[config.mk]
export PLATFORM = sky130hd
export DESIGN_NAME = trf_failover
export DESIGN_NICKNAME = d
export VERILOG_FILES = /design/src/core/trf_pkg.sv /design/src/core/trf_failover.sv
export SDC_FILE = /design/constraint.sdc
export NUM_CORES = 1
export LEC_CHECK = 0
export ABC_AREA = 1
export BUFFER_PORTS_ARGS = -buffer_cell sky130_fd_sc_hd__clkbuf_2
export CORE_ASPECT_RATIO = 0.9
export CORE_MARGIN = 1.5
export CORE_UTILIZATION = 57
export DETAILED_ROUTE_END_ITERATION = 7
export PLACE_DENSITY_LB_ADDON = 0.3
export SLEW_MARGIN = 10
export SYNTH_ARGS = -nofsm -noshare
export SYNTH_HDL_FRONTEND = slang
export SYNTH_SLANG_ARGS = --single-unit
[constraint.sdc]
create_clock -name clk -period 6.9 [get_ports clk]
set_input_delay 1.035 -clock clk [delete_from_list [all_inputs] [get_ports clk]]
set_output_delay 1.035 -clock clk [all_outputs]
set_load 0.03 [all_outputs]
[src/core/trf_pkg.sv]
/*
 package for the timing reference failover block: register map, field
 positions, reset values, timing constants and carrier types.
 assumes a 50 MHz module clock and an AXI4-Lite register bus.
*/
package trf_pkg;

	localparam int CLK_HZ = 50_000_000;
	localparam int CLK_NS = 20;

	// source codes
	typedef enum logic [1:0] {
		TRF_SRC_LOCAL = 2'h0,
		TRF_SRC_BUS1 = 2'h1,
		TRF_SRC_BUS2 = 2'h2,
		TRF_SRC_OSC = 2'h3
	} trf_src_type;

	typedef enum logic [1:0] {
		TRF_ST_PRIMARY = 2'h0,
		TRF_ST_SECONDARY = 2'h1,
		TRF_ST_HOLDOFF = 2'h2
	} trf_state_type;

	// register byte offsets
	localparam logic [7:0] TRF_CTRL_OFS = 8'h00;
	localparam logic [7:0] TRF_DELAY_OFS = 8'h04;
	localparam logic [7:0] TRF_STATUS_OFS = 8'h08;
	localparam logic [7:0] TRF_PHASE_OFS = 8'h0C;

	// control fields
	localparam int TRF_CTRL_PRI_LSB = 0;
	localparam int TRF_CTRL_SEC_LSB = 2;
	localparam int TRF_CTRL_AUTO_BIT = 4;
	localparam int TRF_CTRL_CMD_BIT = 5;
	localparam logic [4:0] TRF_CTRL_RESET = 5'h04;

	// switchback delay, seconds
	localparam int TRF_MIN_DELAY_S = 30;
	localparam logic [7:0] TRF_DELAY_RESET = 8'h1E;

	// phase grading limits
	localparam int TRF_PHASE_OK_NS = 72;
	localparam int TRF_PHASE_SPAN_NS = 1000;
	localparam logic [5:0] TRF_PHASE_OK_CYC = 6'(TRF_PHASE_OK_NS / CLK_NS);
	localparam logic [5:0] TRF_PHASE_SPAN_CYC = 6'(TRF_PHASE_SPAN_NS / CLK_NS);

	localparam logic [1:0] TRF_RESP_OKAY = 2'h0;
	localparam logic [1:0] TRF_RESP_SLVERR = 2'h2;

	// one candidate source as seen from outside
	typedef struct packed {
		logic present;
		logic locked;
		logic tick;
	} trf_ref_type;

endpackage

[src/core/trf_failover.sv]
/*
 timing reference failover: picks the output reference from four sources,
 fails over to the secondary, switches back after a delay, grades phase.
 assumes reference status/tick pins are asynchronous to clk and the
 phase ticks are frame pulses at least a few clock cycles wide.
*/
`timescale 1ns/1ps

// Contract
// - primary and secondary chosen independently
// - report presence and lock per source
// - fail over when primary lost
// - same selection means no failover
// - manual or automatic switchback mode
// - auto switchback waits delay, minimum thirty seconds
// - phase within 72 ns graded green
// - larger phase raises red indication
// - phase indication spans about one microsecond
module trf_failover #(
	parameter int TICKS_PER_SEC = trf_pkg::CLK_HZ
) (
	input wire logic clk,
	input wire logic rst_n,
	input wire logic ce,
	input wire trf_pkg::trf_ref_type [2:0] ref_in,
	input wire logic [31:0] s_axi_awaddr,
	input wire logic s_axi_awvalid,
	output logic s_axi_awready,
	input wire logic [31:0] s_axi_wdata,
	input wire logic [3:0] s_axi_wstrb,
	input wire logic s_axi_wvalid,
	output logic s_axi_wready,
	output logic [1:0] s_axi_bresp,
	output logic s_axi_bvalid,
	input wire logic s_axi_bready,
	input wire logic [31:0] s_axi_araddr,
	input wire logic s_axi_arvalid,
	output logic s_axi_arready,
	output logic [31:0] s_axi_rdata,
	output logic [1:0] s_axi_rresp,
	output logic s_axi_rvalid,
	input wire logic s_axi_rready,
	output logic [1:0] sel_src,
	output logic on_secondary,
	output logic phase_green,
	output logic phase_red
);
	logic [8:0] sync1_reg;
	logic [8:0] sync2_reg;
	logic [2:0] tick_d_reg;
	logic [4:0] ctrl_reg;
	logic [7:0] delay_reg;
	trf_pkg::trf_state_type state_reg;
	trf_pkg::trf_state_type state_next;
	logic [25:0] sub_reg;
	logic [7:0] sec_reg;
	logic [5:0] phase_cnt_reg;
	logic phase_run_reg;
	logic [5:0] phase_reg;
	logic cmd_reg;
	logic aw_hold_reg;
	logic w_hold_reg;
	logic [7:0] aw_addr_reg;
	logic [31:0] w_data_reg;
	logic w_strb0_reg;
	function automatic logic src_ok(input logic [1:0] src, input logic [8:0] s);
		return (src == 2'h3) || (s[3 * src + 2] && s[3 * src + 1]);
	endfunction

	wire [8:0] ref_flat = ref_in;
	wire [1:0] pri_sel = ctrl_reg[trf_pkg::TRF_CTRL_PRI_LSB +: 2];
	wire [1:0] sec_sel = ctrl_reg[trf_pkg::TRF_CTRL_SEC_LSB +: 2];
	wire auto_mode = ctrl_reg[trf_pkg::TRF_CTRL_AUTO_BIT];
	wire pri_ok = src_ok(pri_sel, sync2_reg);
	wire sec_ok = src_ok(sec_sel, sync2_reg);
	wire fo_enable = pri_sel != sec_sel;
	wire sec_tick_done = sub_reg == 26'(TICKS_PER_SEC - 1);
	wire [7:0] delay_eff = (delay_reg < 8'(trf_pkg::TRF_MIN_DELAY_S)) ?
		8'(trf_pkg::TRF_MIN_DELAY_S) : delay_reg;
	wire delay_done = sec_tick_done && (sec_reg == delay_eff - 8'h01);
	wire [2:0] tick_now = {sync2_reg[6], sync2_reg[3], sync2_reg[0]};
	wire [2:0] tick_rise = tick_now & ~tick_d_reg;
	wire pri_edge = (pri_sel == 2'h3) ? 1'b0 : tick_rise[pri_sel];
	wire sec_edge = (sec_sel == 2'h3) ? 1'b0 : tick_rise[sec_sel];
	wire aw_take = s_axi_awvalid && s_axi_awready;
	wire w_take = s_axi_wvalid && s_axi_wready;
	wire wr_go = aw_hold_reg && w_hold_reg && !s_axi_bvalid;
	wire wr_ctrl = wr_go && aw_addr_reg == trf_pkg::TRF_CTRL_OFS;
	wire wr_delay = wr_go && aw_addr_reg == trf_pkg::TRF_DELAY_OFS;
	wire wr_hit = wr_ctrl || wr_delay;
	wire [7:0] ar_addr = s_axi_araddr[7:0];
	wire [31:0] status_word = {22'h0, state_reg, sel_src, sync2_reg[7], sync2_reg[8],
		sync2_reg[4], sync2_reg[5], sync2_reg[1], sync2_reg[2]};
	wire [31:0] rd_word =
		(ar_addr == trf_pkg::TRF_CTRL_OFS) ? {27'h0, ctrl_reg} :
		(ar_addr == trf_pkg::TRF_DELAY_OFS) ? {24'h0, delay_reg} :
		(ar_addr == trf_pkg::TRF_STATUS_OFS) ? status_word :
		{24'h0, phase_red, phase_green, phase_reg};
	wire rd_hit = ar_addr == trf_pkg::TRF_CTRL_OFS || ar_addr == trf_pkg::TRF_DELAY_OFS ||
		ar_addr == trf_pkg::TRF_STATUS_OFS || ar_addr == trf_pkg::TRF_PHASE_OFS;
	always_ff @(posedge clk) begin
		if (ce) begin
			sync1_reg <= ref_flat;
			sync2_reg <= sync1_reg;
			tick_d_reg <= tick_now;
		end
	end
	always_comb begin
		state_next = state_reg;
		unique case (state_reg)
			trf_pkg::TRF_ST_PRIMARY: begin
				if (fo_enable && !pri_ok && sec_ok) begin
					state_next = trf_pkg::TRF_ST_SECONDARY;
				end
			end
			trf_pkg::TRF_ST_SECONDARY: begin
				if (!fo_enable) begin
					state_next = trf_pkg::TRF_ST_PRIMARY;
				end else if (pri_ok && auto_mode) begin
					state_next = trf_pkg::TRF_ST_HOLDOFF;
				end else if (pri_ok && cmd_reg) begin
					state_next = trf_pkg::TRF_ST_PRIMARY;
				end
			end
			trf_pkg::TRF_ST_HOLDOFF: begin
				if (!fo_enable) begin
					state_next = trf_pkg::TRF_ST_PRIMARY;
				end else if (!pri_ok || !auto_mode) begin
					state_next = trf_pkg::TRF_ST_SECONDARY;
				end else if (delay_done) begin
					state_next = trf_pkg::TRF_ST_PRIMARY;
				end
			end
			default: state_next = trf_pkg::TRF_ST_PRIMARY;
		endcase
	end

	always_ff @(posedge clk) begin
		if (!rst_n) begin
			state_reg <= trf_pkg::TRF_ST_PRIMARY;
		end else if (ce) begin
			state_reg <= state_next;
		end
	end

	always_ff @(posedge clk) begin
		if (!rst_n || (ce && state_next != trf_pkg::TRF_ST_HOLDOFF)) begin
			sub_reg <= 26'h0;
			sec_reg <= 8'h0;
		end else if (ce) begin
			sub_reg <= sec_tick_done ? 26'h0 : sub_reg + 26'h1;
			sec_reg <= sec_reg + 8'(sec_tick_done);
		end
	end
	always_ff @(posedge clk) begin
		if (!rst_n) begin
			sel_src <= trf_pkg::TRF_CTRL_RESET[1:0];
			on_secondary <= 1'b0;
		end else if (ce) begin
			sel_src <= (state_next == trf_pkg::TRF_ST_PRIMARY) ? pri_sel : sec_sel;
			on_secondary <= state_next != trf_pkg::TRF_ST_PRIMARY;
		end
	end

	// phase between primary and secondary ticks
	always_ff @(posedge clk) begin
		if (!rst_n) begin
			phase_run_reg <= 1'b0;
			phase_cnt_reg <= 6'h0;
			phase_reg <= 6'h0;
			phase_green <= 1'b0;
			phase_red <= 1'b0;
		end else if (ce) begin
			if (pri_edge != sec_edge && !phase_run_reg) begin
				phase_run_reg <= 1'b1;
				phase_cnt_reg <= 6'h1;
			end else if (phase_run_reg && (pri_edge || sec_edge ||
				phase_cnt_reg == trf_pkg::TRF_PHASE_SPAN_CYC)) begin
				phase_run_reg <= 1'b0;
				phase_reg <= phase_cnt_reg;
				phase_green <= phase_cnt_reg <= trf_pkg::TRF_PHASE_OK_CYC;
				phase_red <= phase_cnt_reg > trf_pkg::TRF_PHASE_OK_CYC;
			end else if (pri_edge && sec_edge) begin
				phase_reg <= 6'h0;
				phase_green <= 1'b1;
				phase_red <= 1'b0;
			end else if (phase_run_reg) begin
				phase_cnt_reg <= phase_cnt_reg + 6'h1;
			end
		end
	end

	// axi-lite write path
	always_ff @(posedge clk) begin
		if (!rst_n) begin
			aw_hold_reg <= 1'b0;
			w_hold_reg <= 1'b0;
			aw_addr_reg <= 8'h0;
			w_data_reg <= 32'h0;
			w_strb0_reg <= 1'b0;
			s_axi_awready <= 1'b0;
			s_axi_wready <= 1'b0;
			s_axi_bvalid <= 1'b0;
			s_axi_bresp <= trf_pkg::TRF_RESP_OKAY;
			ctrl_reg <= trf_pkg::TRF_CTRL_RESET;
			delay_reg <= trf_pkg::TRF_DELAY_RESET;
			cmd_reg <= 1'b0;
		end else if (ce) begin
			s_axi_awready <= wr_go || !(aw_hold_reg || aw_take);
			s_axi_wready <= wr_go || !(w_hold_reg || w_take);
			if (aw_take) begin
				aw_hold_reg <= 1'b1;
				aw_addr_reg <= s_axi_awaddr[7:0];
			end
			if (w_take) begin
				w_hold_reg <= 1'b1;
				w_data_reg <= s_axi_wdata;
				w_strb0_reg <= s_axi_wstrb[0];
			end
			if (wr_go) begin
				aw_hold_reg <= 1'b0;
				w_hold_reg <= 1'b0;
				s_axi_bvalid <= 1'b1;
				s_axi_bresp <= wr_hit ? trf_pkg::TRF_RESP_OKAY : trf_pkg::TRF_RESP_SLVERR;
			end else if (s_axi_bready) begin
				s_axi_bvalid <= 1'b0;
			end
			cmd_reg <= wr_ctrl && w_strb0_reg && w_data_reg[trf_pkg::TRF_CTRL_CMD_BIT];
			if (wr_ctrl && w_strb0_reg) begin
				ctrl_reg <= w_data_reg[4:0];
			end
			if (wr_delay && w_strb0_reg) begin
				delay_reg <= w_data_reg[7:0];
			end
		end
	end

	// axi-lite read path
	always_ff @(posedge clk) begin
		if (!rst_n) begin
			s_axi_rvalid <= 1'b0;
			s_axi_arready <= 1'b0;
			s_axi_rdata <= 32'h0;
			s_axi_rresp <= trf_pkg::TRF_RESP_OKAY;
		end else if (ce) begin
			s_axi_arready <= !s_axi_arready && !s_axi_rvalid && s_axi_arvalid;
			if (s_axi_arready && s_axi_arvalid) begin
				s_axi_rvalid <= 1'b1;
				s_axi_rdata <= rd_word;
				s_axi_rresp <= rd_hit ? trf_pkg::TRF_RESP_OKAY : trf_pkg::TRF_RESP_SLVERR;
			end else if (s_axi_rready) begin
				s_axi_rvalid <= 1'b0;
			end
		end
	end

	AST_NO_FO_SAME: assert property (@(posedge clk) disable iff (!rst_n)
		ce && !fo_enable |=> !on_secondary) else $error("failover with equal selections");
	AST_FAILOVER: assert property (@(posedge clk) disable iff (!rst_n)
		ce && state_reg == trf_pkg::TRF_ST_PRIMARY && fo_enable && !pri_ok && sec_ok
		|=> on_secondary && sel_src == $past(sec_sel)) else $error("failover missed");
	AST_DELAY_FLOOR: assert property (@(posedge clk) disable iff (!rst_n)
		state_reg == trf_pkg::TRF_ST_HOLDOFF && state_next == trf_pkg::TRF_ST_PRIMARY
		&& fo_enable |-> sec_reg >= 8'(trf_pkg::TRF_MIN_DELAY_S - 1))
		else $error("switchback too early");
	AST_ABANDON: assert property (@(posedge clk) disable iff (!rst_n)
		ce && state_reg == trf_pkg::TRF_ST_HOLDOFF && fo_enable && !pri_ok
		|=> state_reg == trf_pkg::TRF_ST_SECONDARY && sec_reg == 8'h0)
		else $error("switchback not abandoned");
	AST_MANUAL: assert property (@(posedge clk) disable iff (!rst_n)
		ce && state_reg == trf_pkg::TRF_ST_SECONDARY && !auto_mode && !cmd_reg && fo_enable
		|=> state_reg == trf_pkg::TRF_ST_SECONDARY) else $error("manual return without command");
	AST_GRADE: assert property (@(posedge clk) disable iff (!rst_n)
		!(phase_green && phase_red)) else $error("phase both green and red");
	AST_RED: assert property (@(posedge clk) disable iff (!rst_n)
		phase_red |-> phase_reg > trf_pkg::TRF_PHASE_OK_CYC) else $error("red under limit");
	AST_SPAN: assert property (@(posedge clk) disable iff (!rst_n)
		phase_reg <= trf_pkg::TRF_PHASE_SPAN_CYC) else $error("phase over span");
	AST_SEL: assert property (@(posedge clk) disable iff (!rst_n)
		ce |=> sel_src == (on_secondary ? $past(sec_sel) : $past(pri_sel)))
		else $error("wrong source selected");

	COV_FAILOVER: cover property (@(posedge clk) disable iff (!rst_n) !on_secondary ##1 on_secondary);
	COV_AUTO_BACK: cover property (@(posedge clk) disable iff (!rst_n)
		state_reg == trf_pkg::TRF_ST_HOLDOFF ##1 state_reg == trf_pkg::TRF_ST_PRIMARY);
	COV_RED: cover property (@(posedge clk) disable iff (!rst_n) phase_red);

endmodule // trf_failover

==> results.toml, run 1 <==
[outcome]
status = "completed"

[timing]
worstMarginPinSlew_ns = 1.03
period_share_pct = 46.7
hold_viol_final = 0
tns_ns = 0
skew_ns = 0.00610
setup-violations-final = 0
maxSlewViolCount = 0
fin_crit_ns = 3.22
slew_headroom_pct = 31.2
rsz0062_at_grt = "no"
max_freq_ghz = 0.310

[die]
die_area_um2 = 11700
chipHeight_um = 103
die_w_um = 114
rows = 36
start_util_pct = 58.3
io-pin-count = 163
core_um2 = 10800

[hold_path]
hold_depth = 0
hold_start = "sync1_reg[2]"
hp-class = "reg2reg"

[routing]
vias = 5520
ant_nets = 0
drt_iter0_drc = 379
routed_wl_mm = 14.1
drc = 0
wl_met3_mm = 1.11
dr.pass1.iters = 5
highest-signal-layer = "met4"
detail_route.wl_per_cell_um = 13.6
wl_met1_mm = 6.81
wl_met2_mm = 6.03
via_per_inst = 5.32

[yosys]
yosys.area.top_type = "dfxtp_1"
ys.flop_type = "dfxtp_1"
ys_ff_latch = 125
ys_top_cells_by_area = "dfxtp_1 33%, edfxtp_1 10%, nand2_1 10%, a21oi_1 6.3%, inv_1 5.5%"
avgSynthCellArea_um2 = 7.57
synth_cell_types = 45
async_reset_ff_share_pct = 0
syn_inst = 832
syn-cell-area_um2 = 6300
synth_enable_flop_cells = 21
synth_top_cell_area_share_pct = 33.1
yosysSeqAreaShare_pct = 43.1
synth.most_common_cell = "nand2_1"
synthTopCellsByCount = "168 x nand2_1, 104 x dfxtp_1, 93 x inv_1, 81 x nor2_1, 79 x a21oi_1"
yosys_warnings = 0

[cts]
cts_root_buffer = "clkbuf_16"
cts_setup_buffers = 0
cts_tree = "done"
clock_path_buffers = 2
cts_made_buffers = 17
htree_levels = 4
clk_pin_slew_ns = 0.05
cts_hold_buf = 0
cts_sinks = 125
clk_latency_ns = 0.42
ctsResizeCount = 0

[worst_setup_path]
cp.required_ns = 7.20
path_max_fanout = 29
path_common_cell = "nor2_1"
worstSetupStartpointType = "input port"
cp.arrival_ns = 3.52
reg2reg_depth = 16
path_cells = "clkbuf_2 > inv_2 > nor2_1 > nand3_1 > inv_1 > nand4_1 > nor2_2 > nand3_1 > nor2_1 > nand2_1 > xor2_1 > nor2_1"
r2r-start = "ctrl_reg[2]"
critPathMaxStageDelay_ns = 0.54
rrSetupSlack_ns = 3.84
critPathLaunch = "ce"
critical-path-top-delay-family = "simple AND/OR/NAND/NOR gates"
endpoint_kind = "flip-flop"
critPathBufInv = 3
cp_slowest_cell = "clkbuf_2"
cp.depth = 12
path_class = "in2reg"

[place]
gp_congestion = 0.914
hpwl_mm = 9.78
portBuffers = 63

[final_layout]
multi_input_area_um2 = 3020
syn_to_final_growth_pct = 14.2
drive_gt1_share_pct = 13.7
nets = 1025
diodes = 0
largest_register_ffs = 26
fillers = 945
regArea_um2 = 2710

[global_route]
grt_overflow = 0
grt_max_degree = 35
grt_use_total_pct = 25.8
antenna_found_initial = 0
grt_pass1_vias = 4890
grt_pass1_wl_mm = 23.6

[pwr]
irDropWorstVdd_uv = 166
p_per_area_nw_per_um2 = 249
power.total_mw = 1.79
leakage_nw = 3.05

[flow_run]
cap_violations = 0
-- path summary, 6_finish.rpt --
kind	to
worst min register to register	sync2_reg[2]
worst max-delay path	sub_reg[23]
worst min-delay path	sync2_reg[2]
worst max register to register	phase_cnt_reg[4]
-- metrics by stage --
step / hold WS, ns / std cells / worst slack (ns) / utilization, % / cell area (um^2)
after global placement: 0.404 / 1006 / 3.35 / 61.0 / 6590
after CTS: 0.420 / 1038 / 3.70 / 66.6 / 7200
after global routing: 0.425 / 1038 / 3.45 / 66.6 / 7200
after detailed placement: 0.405 / 1006 / 3.31 / 61.0 / 6590
after floorplan: 0.400 / 855 / 4.52 / - / 6380
final: 0.417 / 1038 / 3.68 / 66.6 / 7200
-- kinds of logic after synthesis --
| group | share of synthesized area, % |
|---|---|
| XOR/XNOR | 3.34 |
| AND/OR/NAND/NOR | 27.5 |
| flip-flops | 43.1 |
| AO/OA/AOI/OAI | 12.5 |
| other | 0.0595 |
| buffers and inverters | 10.3 |
| adder cells (fa/ha/maj) | 3.18 |
-- placed cells by master, fill, tap and decap left out, types with 2 or more instances in the layout --
| cell | netlist | final |
|---|---|---|
| nor4_1 | 5 | 5 |
| bufinv_16 | 0 | 2 |
| clkinv_2 | 0 | 2 |
| inv_1 | 93 | 93 |
| clkbuf_1 | 13 | 2 |
| edfxtp_1 | 21 | 21 |
| nand3_1 | 60 | 60 |
| nand4_1 | 9 | 9 |
| clkbuf_8 | 0 | 3 |
| o221ai_1 | 2 | 2 |
| clkinv_1 | 3 | 3 |
| nor3_2 | 4 | 4 |
| or2_2 | 4 | 4 |
| nand2_2 | 4 | 4 |
| clkinvlp_4 | 0 | 2 |
| inv_2 | 2 | 2 |
| a31oi_1 | 3 | 3 |
| o21ai_0 | 43 | 43 |
| nor2_1 | 81 | 81 |
| a21oi_1 | 79 | 79 |
| xor2_1 | 17 | 17 |
| nand3b_1 | 4 | 4 |
| nor3b_1 | 5 | 5 |
| inv_4 | 0 | 2 |
| dfxtp_1 | 104 | 104 |
| xnor2_1 | 7 | 7 |
| nor3_1 | 18 | 18 |
| o211ai_1 | 12 | 12 |
| clkbuf_2 | 0 | 63 |
| nor3_4 | 2 | 2 |
| conb_1 | 1 | 24 |
| ha_1 | 16 | 16 |
| clkbuf_16 | 0 | 18 |
| nor2_2 | 4 | 4 |
| nand2_1 | 168 | 168 |
| nor4_2 | 3 | 3 |
-- worst register-to-register path, delay by kind of cell, from the launching register on --
kind	cells	cell delay [ns]
fa+ha+maj	1	0.22
buf+inv	4	0.59
simple gates	8	1.15
flops	1	0.64
compound gates	3	0.35
-- routing by layer --
| metal | track usage, % | vias to the layer above |
|---|---|---|
| met1 | 36.7 | 2471 |
| met2 | 38.6 | 215 |
| met3 | 6.64 | 19 |
| li1 | - | 2815 |
| met5 | 0 | - |
| met4 | 8.46 | 0 |
-- cell type report --
type | instances | share of cell area, %
clock buffers | 23 | 6.94
flip-flops and latches | 125 | 37.7
repair buffers | 64 | 4.49
inverters | 98 | 5.11
well taps | 133 | 2.31
clock inverters | 9 | 1.48
multi-input cells | 586 | 42.0
-- power by group --
part / internal [mW] / leakage [nW] / switching, mW
Clock: 0.581 / 0.295 / 0.318
Sequential: 0.763 / 1.05 / 0.0135
Combinational: 0.0315 / 1.71 / 0.0828
(Power assumes the default switching activity.)
==> inputs of run 2 (changes only) <==
--- a/config.mk
+++ b/config.mk
@@ -9,7 +9,7 @@
 export BUFFER_PORTS_ARGS = -buffer_cell sky130_fd_sc_hd__clkbuf_2
 export CORE_ASPECT_RATIO = 0.9
 export CORE_MARGIN = 1.5
-export CORE_UTILIZATION = 57
+export CORE_UTILIZATION = 53
 export DETAILED_ROUTE_END_ITERATION = 7
 export PLACE_DENSITY_LB_ADDON = 0.3
 export SLEW_MARGIN = 10
==> constraint.sdc (replaced) <==
create_clock -name clk -period 3.3 [get_ports clk]
set_input_delay 0.495 -clock clk [delete_from_list [all_inputs] [get_ports clk]]
set_output_delay 0.495 -clock clk [all_outputs]
set_load 0.03 [all_outputs]
==> run 2 against run 1 <==
Effect of this change: worst hold slack got worse by 0.16 ns; sequential cell count did not move; design area rose by 0.80%; first-iteration DRC count rose by 0.53%; die area rose by 7.3%; cell count rose by 2.8%; critical path type is now reg2reg; highest routed layer unchanged.
==> results.toml, run 2 (synthesized netlist as in run 1, its figures left out) <==
[outcome]
status = "completed"

[cts]
cts_hold_buf = 0
cts_root_buffer = "clkbuf_16"
clk_latency_ns = 0.42
cts_setup_buffers = 0
clk_pin_slew_ns = 0.06
cts_tree = "done"
clock_path_buffers = 2
cts_sinks = 125
ctsResizeCount = 0
cts_made_buffers = 17
htree_levels = 4

[timing]
holdWs_ns = 0.252
worstMarginPinSlew_ns = 0.779
slew_headroom_pct = 47.6
setup-violations-final = 0
skew_ns = 0.00746
tns_ns = 0
hold_viol_final = 0
rsz0062_at_grt = "no"
fin_crit_ns = 2.79
maxSlewViolCount = 0
max_freq_ghz = 0.359
period_share_pct = 84.5

[global_route]
grt_pass1_vias = 4974
antenna_found_initial = 0
grt_pass1_wl_mm = 23.9
grt_use_total_pct = 23.8
grt_overflow = 0
grt_max_degree = 35

[worst_setup_path]
endpoint = "phase_cnt_reg[4]"
path_max_fanout = 14
worstSetupStartpointType = "flip-flop"
critPathLaunch = "ctrl_reg[0]"
r2r-end = "phase_cnt_reg[4]"
reg2reg_depth = 16
path_class = "reg2reg"
rrSetupSlack_ns = 0.51
r2r-start = "ctrl_reg[0]"
cp.arrival_ns = 3.09
cp.required_ns = 3.60
endpoint_kind = "flip-flop"

[routing]
routed_wl_mm = 14.3
via_per_inst = 5.12
drt_iter0_drc = 381
vias = 5463
dr.pass1.iters = 6
drc = 0
detail_route.wl_per_cell_um = 13.4
ant_nets = 0

[die]
io-pin-count = 163
start_util_pct = 54.6
chipHeight_um = 106
core_um2 = 11500
die_area_um2 = 12500
rows = 37
die_w_um = 118

[place]
hpwl_mm = 10.1
gp_congestion = 0.831
portBuffers = 63

[final_layout]
diodes = 0
syn_to_final_growth_pct = 15.2
fillers = 1011
final_cell_mix = "168 x nand2_1, 104 x dfxtp_1, 93 x inv_1"
layout_commonest_cell = "nand2_1"
largest_register_ffs = 26
nets = 1031
drive_gt1_share_pct = 14.5

[pwr]
p_per_area_nw_per_um2 = 512
irDropWorstVdd_uv = 436
leakage_nw = 3.07

[hold_path]
hp-class = "in2reg"
hold_depth = 1

[flow_run]
cap_violations = 0
==> run 2: cell types whose count changed in the layout (fill, tap and decap cells not counted), moves of 2 or more <==
| cell | before | now |
|---|---|---|
| buf_4 | 1 | 7 |
| clkbuf_8 | 3 | 0 |
| clkbuf_1 | 2 | 0 |
| clkinv_4 | 1 | 3 |
| inv_4 | 2 | 0 |
| inv_6 | 0 | 2 |
| inv_8 | 0 | 2 |
==> run 2: layer usage <==
layer / track usage, % / wire, um / part of all wire, %
met2: 37.5 / 6280 / 44
met5: 0 / 0 / 0
met3: 5.36 / 831 / 5.8
met1: 32.5 / 6930 / 48
met4: 7.75 / 248 / 1.7
==> run 2: worst min-delay path by stage <==
stage,slack [ns],from,endpoint
after floorplan,0.40,sync1_reg[0],sync2_reg[0]
after global placement,0.40,sync1_reg[3],sync2_reg[3]
after detailed placement,0.40,sync1_reg[3],sync2_reg[3]
after CTS,0.24,ref_in[8],sync1_reg[8]
after global routing,0.24,ref_in[8],sync1_reg[8]
final,0.25,ref_in[8],sync1_reg[8]
==> run 2: final cells by class <==
| type | instances | area, um^2 | share of cell area (%) |
|---|---|---|---|
| clock buffer | 17 | 425 | 5.87 |
| timing repair buffer | 70 | 368 | 5.07 |
| tap | 156 | 195 | 2.69 |
| inverter | 98 | 368 | 5.07 |
| multi-input combinational | 586 | 3020 | 41.6 |
| sequential | 125 | 2710 | 37.4 |
| clock inverter | 15 | 164 | 2.26 |
==> run 2: stage by stage <==
stage	instance area [um^2]	utilization [%]	setup WS (ns)	power, mW	cells
global placement	6660	57.8	0.630	1.89	1035
detailed placement	6660	57.8	0.572	1.89	1035
floorplan	6380	-	1.08	1.84	855
finish	7250	62.9	0.512	3.71	1067
CTS	7250	62.9	0.527	3.73	1067
global route	7250	62.9	0.183	3.83	1067
==> run 2: report_power, final <==
group / internal (mW) / switching [mW] / total, mW
clock network: 1.12 / 0.722 / 1.85
logic: 0.0689 / 0.176 / 0.245
registers: 1.59 / 0.0287 / 1.62
total: 2.79 / 0.927 / 3.71
==> run 2: critical path, stage by stage, from the launching register on <==
cell and delay (ns):
dfxtp_1 0.63, inv_2 0.20, nand2_1 0.11, a21oi_1 0.06, nor3_1 0.32, ha_1 0.25, inv_1 0.05, nor2_1 0.13
inv_1 0.07, a21oi_2 0.14, inv_1 0.06, nor2_2 0.13, o21ai_2 0.12, nor3_2 0.18, nand2_1 0.07, nor2_1 0.09
nor3_1 0.05
